**src/uarx_pkg.sv**
```systemverilog
/*
 Package for the asynchronous receive recovery block: register offsets,
 field positions, reset values and the recovery state encoding.
 Assumes a single system clock and an AHB-Lite register bus.
*/
// How it works
// - Sample sixteen per bit, eight at double speed
// - Idle falling edge starts detection, sample one
// - Start vote: samples 8-10, or 4-6
// - Majority high start is noise; rearm
// - Valid start realigns bit phase every frame
// - Per-bit sample counter: sixteen or eight states
// - Bit value is center three-sample majority
// - Recover through first stop; ignore extra stops
// - Zero stop bit sets frame error flag
// - Next start accepted right after stop vote; at double speed only once a high sample follows it
// - Character plus parity from five to ten bits
// - Each side keeps half the total error
// - Optional odd/even parity check stored with frame
// - Receiver off aborts frame and empties buffer
package uarx_pkg;
	// Register byte offsets
	localparam logic [7:0] UARX_CTRL_OFF = 8'h00;
	localparam logic [7:0] UARX_DIV_OFF = 8'h04;
	localparam logic [7:0] UARX_DATA_OFF = 8'h08;
	localparam logic [7:0] UARX_STAT_OFF = 8'h0c;
	localparam logic [7:0] UARX_IEN_OFF = 8'h10;
	localparam logic [7:0] UARX_ICLR_OFF = 8'h14;
	// Control field positions
	localparam int UARX_C_ON = 0;
	localparam int UARX_C_DBL = 1;
	localparam int UARX_C_PAR = 2;
	localparam int UARX_C_ODD = 3;
	localparam int UARX_C_LEN = 4; // 4 bits: char bits 5..9
	// Reset values
	localparam logic [31:0] UARX_CTRL_RST = 32'h0000_0080; // 8 data bits
	localparam logic [15:0] UARX_DIV_RST = 16'h0000;
	// Sampling constants
	localparam logic [4:0] UARX_SPB_NORM = 5'h10;
	localparam logic [4:0] UARX_SPB_DBL = 5'h08;
	localparam logic [4:0] UARX_VOTE_NORM = 5'h08; // first vote sample
	localparam logic [4:0] UARX_VOTE_DBL = 5'h04;
	localparam logic [3:0] UARX_LEN_MIN = 4'h5;
	localparam logic [3:0] UARX_LEN_MAX = 4'h9;
	// Recovery states
	typedef enum logic [2:0] {
		UARX_IDLE = 3'b001,
		UARX_START = 3'b010,
		UARX_BITS = 3'b100
	} uarx_state_t;
	// One received frame as stored
	typedef struct packed {
		logic perr;
		logic ferr;
		logic [8:0] data;
	} uarx_frame_t;
endpackage

```
**src/uarx_rx.sv**
```systemverilog
/*
 Receive recovery front end with an AHB-Lite register slave.
 Assumes the serial input is synchronous-sampled through two flops and
 that the remote transmitter keeps its rate in the tolerance window.
*/
// The AHB-Lite interface to the registers and the address map were left to the implementer.
module uarx_rx (
	input wire logic hclk, // System clock, 20 MHz
	input wire logic hresetn, // Async reset, active low
	input wire logic hsel, // Slave select
	input wire logic [31:0] haddr, // Byte address
	input wire logic [1:0] htrans, // Transfer type
	input wire logic hwrite, // Write strobe
	input wire logic [2:0] hsize, // Transfer size
	input wire logic [31:0] hwdata, // Write data
	input wire logic hready, // Bus ready in
	output logic [31:0] hrdata, // Read data
	output logic hreadyout, // Always ready
	output logic hresp, // Always OKAY
	input wire logic serial_receive_input, // Serial line
	output logic irq // Level interrupt
);
	import uarx_pkg::*;

	// Bus address phase capture
	logic wr_reg, rd_reg;
	logic [7:0] addr_reg;
	wire take = hsel && hready && htrans[1];
	always_ff @(posedge hclk or negedge hresetn) begin
		if (!hresetn) begin
			wr_reg <= 1'b0;
			rd_reg <= 1'b0;
			addr_reg <= 8'h00;
		end else begin
			wr_reg <= take && hwrite;
			rd_reg <= take && !hwrite;
			addr_reg <= haddr[7:0];
		end
	end
	assign hreadyout = 1'b1;
	assign hresp = 1'b0;

	// Register write decodes and data read decode
	wire wr_ctrl = wr_reg && (addr_reg == UARX_CTRL_OFF);
	wire wr_div = wr_reg && (addr_reg == UARX_DIV_OFF);
	wire wr_ien = wr_reg && (addr_reg == UARX_IEN_OFF);
	wire wr_iclr = wr_reg && (addr_reg == UARX_ICLR_OFF);
	wire rd_data = rd_reg && (addr_reg == UARX_DATA_OFF);

	// Software registers
	logic [31:0] ctrl_reg;
	logic [15:0] baud_divisor;
	logic [1:0] ien_reg;
	always_ff @(posedge hclk or negedge hresetn) begin
		if (!hresetn) begin
			ctrl_reg <= UARX_CTRL_RST;
			baud_divisor <= UARX_DIV_RST;
			ien_reg <= 2'h0;
		end else begin
			if (wr_ctrl)
				ctrl_reg <= hwdata;
			if (wr_div)
				baud_divisor <= hwdata[15:0];
			if (wr_ien)
				ien_reg <= hwdata[1:0];
		end
	end
	wire receiver_on = ctrl_reg[UARX_C_ON];
	wire double_speed_select = ctrl_reg[UARX_C_DBL];
	wire parity_check_on = ctrl_reg[UARX_C_PAR];
	wire parity_odd_select = ctrl_reg[UARX_C_ODD];
	// Length clamped so a bad setting still yields a 5..9 bit char
	wire [3:0] len_raw = ctrl_reg[UARX_C_LEN +: 4];
	wire [3:0] char_len = (len_raw < UARX_LEN_MIN) ? UARX_LEN_MIN :
		(len_raw > UARX_LEN_MAX) ? UARX_LEN_MAX : len_raw;

	logic sync1_reg, sync2_reg;
	always_ff @(posedge hclk or negedge hresetn) begin
		if (!hresetn) begin
			sync1_reg <= 1'b1;
			sync2_reg <= 1'b1;
		end else begin
			sync1_reg <= serial_receive_input;
			sync2_reg <= sync1_reg;
		end
	end

	logic [15:0] div_reg;
	wire tick = receiver_on && (div_reg == 16'h0000);
	always_ff @(posedge hclk or negedge hresetn) begin
		if (!hresetn)
			div_reg <= 16'h0000;
		else if (!receiver_on || tick)
			div_reg <= baud_divisor;
		else
			div_reg <= div_reg - 16'h0001;
	end

	wire [4:0] spb = double_speed_select ? UARX_SPB_DBL : UARX_SPB_NORM;
	wire [4:0] vfirst = double_speed_select ? UARX_VOTE_DBL : UARX_VOTE_NORM;
	wire [4:0] vlast = vfirst + 5'h02;

	// Recovery state
	uarx_state_t state_reg;
	logic [4:0] samp_reg; // Sample number inside bit
	logic [3:0] bit_reg; // Bit index in frame
	logic [1:0] vote_reg; // High samples counted
	logic prev_reg; // Line on previous tick
	logic [9:0] shift_reg; // Data then parity
	wire s = sync2_reg;
	wire [1:0] votes = vote_reg + {1'b0, s};
	wire maj = votes[1];
	// Frame: char bits, optional parity, stop
	wire [3:0] par_len = char_len + {3'h0, parity_check_on};
	wire stop_bit = (bit_reg == par_len);
	wire at_vote_end = tick && (samp_reg == vlast);
	wire in_vote = (samp_reg >= vfirst) && (samp_reg <= vlast);

	// Frame result
	logic [8:0] data_reg;
	logic ferr_reg, perr_reg, pend_reg, ovr_reg;
	wire [9:0] frame_bits = {maj, shift_reg[9:1]};
	// Data right-justified by length
	// Stop bit is not shifted in yet, so the stored bits are aligned
	wire [9:0] aligned = shift_reg >> (4'd10 - par_len);
	wire [8:0] char_mask = 9'h1ff >> (4'd9 - char_len);
	wire par_rx = aligned[char_len];
	wire par_calc = ^(aligned[8:0] & char_mask) ^ parity_odd_select;
	wire frame_done = (state_reg == UARX_BITS) && at_vote_end && stop_bit;

	always_ff @(posedge hclk or negedge hresetn) begin
		if (!hresetn) begin
			state_reg <= UARX_IDLE;
			samp_reg <= 5'h00;
			bit_reg <= 4'h0;
			vote_reg <= 2'h0;
			prev_reg <= 1'b1;
			shift_reg <= 10'h000;
		end else if (!receiver_on) begin
			state_reg <= UARX_IDLE;
			prev_reg <= 1'b1;
		end else if (tick) begin
			prev_reg <= s;
			// Wrap at or past the end, so a mode switch cannot overrun
			samp_reg <= (samp_reg >= spb) ? 5'h01 : samp_reg + 5'h01;
			vote_reg <= in_vote ? votes : 2'h0;
			if (samp_reg >= spb)
				vote_reg <= 2'h0;
			case (state_reg)
				UARX_IDLE: begin
					// Falling edge: first low is sample one
					if (prev_reg && !s) begin
						state_reg <= UARX_START;
						samp_reg <= 5'h02;
						vote_reg <= 2'h0;
					end
				end
				UARX_START: begin
					if (samp_reg == vlast) begin
						if (maj)
							state_reg <= UARX_IDLE;
						else begin
							state_reg <= UARX_BITS;
							bit_reg <= 4'h0;
						end
					end
				end
				default: begin
					if (samp_reg == vlast) begin
						shift_reg <= frame_bits;
						bit_reg <= bit_reg + 4'h1;
						if (stop_bit) begin
							state_reg <= UARX_IDLE;
							bit_reg <= 4'h0;
							prev_reg <= double_speed_select ? 1'b0 : 1'b1;
						end
					end
				end
			endcase
		end
	end

	// Frame store; a read empties it
	always_ff @(posedge hclk or negedge hresetn) begin
		if (!hresetn) begin
			data_reg <= 9'h000;
			ferr_reg <= 1'b0;
			perr_reg <= 1'b0;
			pend_reg <= 1'b0;
			ovr_reg <= 1'b0;
		end else if (!receiver_on) begin
			pend_reg <= 1'b0;
			ferr_reg <= 1'b0;
			perr_reg <= 1'b0;
		end else if (frame_done) begin
			data_reg <= aligned[8:0] & char_mask;
			// Zero stop bit is frame error
			ferr_reg <= !maj;
			perr_reg <= parity_check_on && (par_rx != par_calc);
			pend_reg <= 1'b1;
			ovr_reg <= pend_reg && !rd_data;
		end else if (rd_data) begin
			pend_reg <= 1'b0;
		end
	end
	wire stop_bit_error_flag = ferr_reg;
	wire parity_fault_flag = perr_reg;
	wire receive_pending_flag = pend_reg;

	// Sticky events: bit0 frame received, bit1 frame error
	logic [1:0] ista_reg;
	wire [1:0] iev = {frame_done && !maj, frame_done};
	always_ff @(posedge hclk or negedge hresetn) begin
		if (!hresetn)
			ista_reg <= 2'h0;
		else
			// Set wins over a same-cycle clear
			ista_reg <= (ista_reg & ~(wr_iclr ? hwdata[1:0] : 2'h0)) | iev;
	end
	always_ff @(posedge hclk or negedge hresetn) begin
		if (!hresetn)
			irq <= 1'b0;
		else
			irq <= |(ista_reg & ien_reg);
	end

	// Read mux, registered
	wire [31:0] stat_word = {24'h0, ista_reg, 1'b0, ovr_reg,
		parity_fault_flag, stop_bit_error_flag, receive_pending_flag,
		state_reg == UARX_IDLE};
	wire [31:0] receive_data_port = {23'h0, data_reg};
	wire [31:0] rmux = (haddr[7:0] == UARX_CTRL_OFF) ? ctrl_reg :
		(haddr[7:0] == UARX_DIV_OFF) ? {16'h0, baud_divisor} :
		(haddr[7:0] == UARX_DATA_OFF) ? receive_data_port :
		(haddr[7:0] == UARX_STAT_OFF) ? stat_word :
		(haddr[7:0] == UARX_IEN_OFF) ? {30'h0, ien_reg} : 32'h0;
	always_ff @(posedge hclk or negedge hresetn) begin
		if (!hresetn)
			hrdata <= 32'h0;
		else if (take && !hwrite)
			hrdata <= rmux;
	end
endmodule

```
**config.mk**
```make
export PLATFORM = sky130hd
export DESIGN_NAME = uarx_rx
export DESIGN_NICKNAME = d
export VERILOG_FILES = /design/src/uarx_pkg.sv /design/src/uarx_rx.sv
export SDC_FILE = /design/constraint.sdc
export NUM_CORES = 1
export LEC_CHECK = 0
export BUFFER_PORTS_ARGS = -buffer_cell sky130_fd_sc_hd__buf_2
export CAP_MARGIN = 20
export CORE_AREA = 5 5 85 166
export DETAILED_ROUTE_END_ITERATION = 7
export DIE_AREA = 0 0 90 171
export PLACE_DENSITY = 0.83
export RECOVER_POWER = 25
export SYNTH_ARGS = -nofsm -noshare
export SYNTH_HDL_FRONTEND = slang
export SYNTH_SLANG_ARGS = --single-unit
```
**constraint.sdc**
```tcl
create_clock -name hclk -period 9.68 [get_ports hclk]
set_clock_uncertainty 0.1 [all_clocks]
set_input_delay 0.484 -clock hclk [delete_from_list [all_inputs] [get_ports hclk]]
set_output_delay 0.484 -clock hclk [all_outputs]
set_load 0.005 [all_outputs]
```
== Word-level counts from Yosys, hierarchy flattened ==
Index checks and enable logic that the tools add are counted.

* Logic and storage cells: 150
* Flip-flop bits (word level): 151
* Input port bits: 75
* Latch bits: 0
* RAM bits: 0
* Memories: 0
* ROM bits: 0

* Eq/ne operators: 22
* Reduce and logical (&&, ||, !) cells: 35
* Order comparisons: 6
* Add/subtract/negate cells: 8
* $mul: 0
* Shift operators: 2
* Divide/modulo/power cells: 0
* Bitwise logic cells: 8
* Muxes and demuxes: 46

{| class="wikitable"
|+ Operators by type and width
! operator !! number
|-
| $mux W16 || 2
|-
| $mux W32 || 1
|-
| $mux W4 || 7
|-
| $eq A8 B4 Y1 const B || 3
|-
| $eq A8 B5 Y1 const B || 3
|-
| $mux W3 || 7
|-
| $mux W5 || 4
|-
| $logic_and A1 B1 Y1 || 18
|-
| $eq A8 B3 Y1 const B || 2
|-
| $logic_not A16 Y1 || 1
|-
| $logic_not A8 Y1 || 2
|-
| $sub A16 B1 Y16 const B || 1
|-
| $mux W1 || 14
|-
| $mux W2 || 6
|-
| $reduce_and A5 Y1 || 2
|-
| $shr A10 B4 Y10 || 1
|-
| $and A9 B9 Y9 || 1
|-
| $mux W9 || 1
|-
| $reduce_xor A9 Y1 || 1
|-
| $shr A9 B4 Y9 const A || 1
|-
| $mux W8 || 1
|-
| $pmux W4 S2 || 1
|-
| $sub A4 B4 Y4 const A || 2
|-
| $ne A3 B2 Y1 const B || 2
|-
| 34 further kinds || 43
|}

== Logic depth before layout (Yosys ltp) ==
* Depth after elaboration: 13
* Mapped depth: 18
* Gate-level depth less buffers: 16

== Worst setup path after synthesis ==
OpenSTA, ideal clock, no wires.

* Kind: register to register
* Start: reg ctrl_reg[7]
* End: reg perr_reg, in the netlist parity_fault_flag
* Clock period less this slack: 4.234 ns
* Path slack: 5.446 ns
* Cell stages (with the launch flop): 14
* Required time: 9.504 ns
* Arrival: 4.058 ns
* Setup time: 0.076 ns
* Cells stage by stage: dfstp_2 or3b_1 a21oi_1 inv_1 ha_1 ha_1 ha_1 xor3_2 mux2_1 or4_1 xnor2_1 xnor3_1 xnor3_1 o21ai_1

* Cells in the longest elaborated chain, start to end: 13

{| class="wikitable"
|+ RTL lines
! element !! line !! RTL
|-
| start, declared || uarx_rx.sv:51 || <nowiki>logic [31:0] ctrl_reg;</nowiki>
|-
| start signal, assigned || uarx_rx.sv:61 || <nowiki>ctrl_reg <= hwdata;</nowiki>
|-
| $gt A4 B4 Y1 || uarx_rx.sv:75 || <nowiki>(len_raw > UARX_LEN_MAX) ? UARX_LEN_MAX : len_raw;</nowiki>
|-
| $mux W4 || uarx_rx.sv:75 ||
|-
| $mux W4 * || uarx_rx.sv:74 || <nowiki>wire [3:0] char_len = (len_raw < UARX_LEN_MIN) ? UARX_LEN_MIN :</nowiki>
|-
| parallel branches: the longest is 10 deep, another holds $add A4 B1 Y4 || - ||
|-
| end signal, assigned || uarx_rx.sv:199 || <nowiki>perr_reg <= parity_check_on && (par_rx != par_calc);</nowiki>
|-
| end, declared || uarx_rx.sv:121 || <nowiki>logic ferr_reg, perr_reg, pend_reg, ovr_reg;</nowiki>
|}

Mark *: on every way between the ends. The select of a mux whose other input is x is not followed.
A chain may end at the register's enable or synchronous reset.

== Worst setup path after layout ==
Ends and elaborated chain as after synthesis.

==> impl_metrics.json <==
{
  "max_freq_mhz": 195,
  "synth_top_area_share_pct": 49.1,
  "yosysSeqAreaShare_pct": 50.8,
  "worstSetupEndpointType": "flop",
  "port_buffers": 79,
  "clkTransAtPathRegs_ns": 0.06,
  "r2r_slack_ns": 4.55,
  "grt_start_max_net_pins": 92,
  "p_leak_nw": 3.87,
  "dpl.hpwl_mm": 11.0,
  "final_common_cell": "dfrtp_1",
  "finalSetupViolCount": 0,
  "hold_end": "sync1_reg",
  "async_flop_share_pct": 100,
  "crit_fanout": 16,
  "cts_made_buffers": 17,
  "dieArea_sq_um": 15400,
  "detail_route.wl_per_cell_um": 17.9,
  "ctsHoldBuffers": 0,
  "drtIter0Drc": 327,
  "wl_mm": 16.5,
  "antenna_left": 0,
  "setup_ws_ns": 4.55,
  "multi_input_area_sq_um": 3420,
  "rsz0062_at_grt": "false",
  "fin_crit_ns": 5.13,
  "max_slew.worst_pin.slew_ns": 4.74,
  "cts_sinks": 151,
  "start_util_pct": 58.3,
  "die_width_um": 90,
  "synth_fp_nets": 782,
  "insertion_delay_ns": 0.42,
  "layout-drive-gt1-share_pct": 25.8,
  "yosys_warnings": 0,
  "fin_crit_sh_pct": 53.0,
  "crit-reg2reg-capture": "parity_fault_flag",
  "finalHoldViolCount": 0,
  "cts.htree.levels": 4,
  "ctsResizeCount": 0,
  "yosysUniqueCellTypes": 66,
  "crit_type": "reg -> reg",
  "r2r_cells": 12,
  "synth_cells": 690,
  "r2r_start": "ctrl_reg[7]",
  "place_area_sq_um": 7920,
  "synth-edff-count": 0,
  "grt_pass1_wl_mm": 27.9,
  "drv_slew": 92,
  "clock_path_buffers": 2,
  "yosysTopAreaCell": "dfrtp_1",
  "core_sq_um": 12800,
  "antenna_found_initial": 0,
  "crit_required_ns": 9.93,
  "io-pin-count": 110,
  "syn2layout_area_growth_pct": 14.5,
  "min_from": "serial_receive_input",
  "cts_setup_buffers": 0,
  "place_congestion": 0.860,
  "power_density_nw_per_um2": 183,
  "failed_checks": "max-capacitance violations, max-slew violations",
  "power_w": 0.00156,
  "grtUsageTotal_pct": 22.4,
  "slew_headroom_pct": -216,
  "nNetsFinal": 849,
  "grt-ovfl-total": 0,
  "grt_pass1_vias": 5739,
  "hp-class": "in -> reg",
  "drc": 0,
  "synthTopCellsByArea": "dfrtp_1 49%, mux2_2 9.7%, nand2_1 5.2%",
  "fill_cells": 930,
  "dr_total_vias": 5531,
  "place_ws_ns": 4.63,
  "crit_arrival_ns": 5.38,
  "rows": 59,
  "vias_per_cell": 6.00,
  "status": "finished, violations left",
  "synth_ff_type": "dfrtp_1",
  "tns_ns": 0,
  "drt_first_pass_iters": 5,
  "n_antenna_cell": 0,
  "ir_drop_uv": 199,
  "design_area_sq_um": 8530,
  "clock-root-buffer": "clkbuf_16",
  "ys_ff_latch": 151,
  "drv_cap": 1,
  "startpoint_type": "flop",
  "syn_area_sq_um": 7450,
  "tritoncts": "done",
  "hold_depth": 1,
  "avgSynthCellArea_sq_um": 10.8,
  "final_cell_mix": "146 x dfrtp_1, 103 x nand2_1, 74 x buf_2",
  "regArea_sq_um": 3780,
  "die_h_um": 171
}
## critical path, stage by stage (launching register included)
cell     delay (ns)
dfstp_2        0.72
or3b_1         0.41
a21oi_1        0.33
inv_1          0.08
ha_1           0.53
ha_1           0.77
mux2i_1        0.23
mux2_1         0.34
or4_1          0.53
xnor2_1        0.20
xnor3_1        0.27
xnor3_1        0.39
o21ai_1        0.14
## logic make-up (layout without fill, tap and decap cells)
logic type	after synthesis	in the layout	share of synthesized area, %
buffers and inverters	57	137	3.33
other	2	2	0.101
AO/OA/AOI/OAI	128	128	10.9
flip-flops	151	151	50.8
multiplexers	83	83	13.6
adder cells (fa/ha/maj)	17	17	2.86
XOR/XNOR	31	31	4.43
AND/OR/NAND/NOR	221	221	14.0
## final cells by class
class	count	share of cell area [%]
clock buffer	18	5.15
tap	152	2.23
inverter	22	0.968
multi-input combinational	482	40.1
timing repair buffer	83	5.00
clock inverter	14	2.14
sequential	151	44.4
## power by group
| group | internal, W | switching, W | leakage [nW] |
|---|---|---|---|
| combinational | 0.0000707 | 0.0000838 | 1.68 |
| clock | 0.000400 | 0.000287 | 0.300 |
| sequential | 0.000678 | 0.0000420 | 1.89 |
| total | 0.00115 | 0.000413 | 3.87 |
## cells in the mapped netlist (12+ instances only)
cell	instances
nor2_1	29
dfrtp_1	146
ha_1	17
clkbuf_1	22
nor3_1	13
nand2b_1	12
a21oi_1	15
mux2_2	64
nand2_1	103
o21ai_0	60
xnor2_1	22
inv_1	21
nand3_1	23
## worst max-delay path by stage
stage | to | slack [ns] | from
4_1_cts | parity_fault_flag | 4.62 | ctrl_reg[7]
5_1_grt | pend_reg | 4.13 | hresetn
3_5_place_dp | parity_fault_flag | 4.63 | ctrl_reg[7]
6_report | parity_fault_flag | 4.55 | ctrl_reg[7]
3_3_place_gp | parity_fault_flag | 4.74 | ctrl_reg[7]
2_1_floorplan | parity_fault_flag | 5.45 | ctrl_reg[7]
## stage by stage
| stage | hold WS (ns) | std cells | utilization (%) |
|---|---|---|---|
| 2_1_floorplan | 0.0884 | 690 | - |
| 3_3_place_gp | 0.247 | 889 | 61.9 |
| 3_5_place_dp | 0.249 | 890 | 62.0 |
| 4_1_cts | 0.0466 | 922 | 66.9 |
| 5_1_grt | 0.0424 | 922 | 66.8 |
| 6_report | 0.0585 | 922 | 66.8 |
## metal layers
| metal | wire (um) | vias to the layer above | global-route usage (%) |
|---|---|---|---|
| li1 | - | 2576 | - |
| met1 | 6710 | 2728 | 27.9 |
| met2 | 8570 | 189 | 38.1 |
| met3 | 823 | 38 | 4.53 |
| met4 | 439 | 0 | 8.94 |
| met5 | 0 | - | 0 |
No activity file was read; power rests on OpenSTA's default activity.
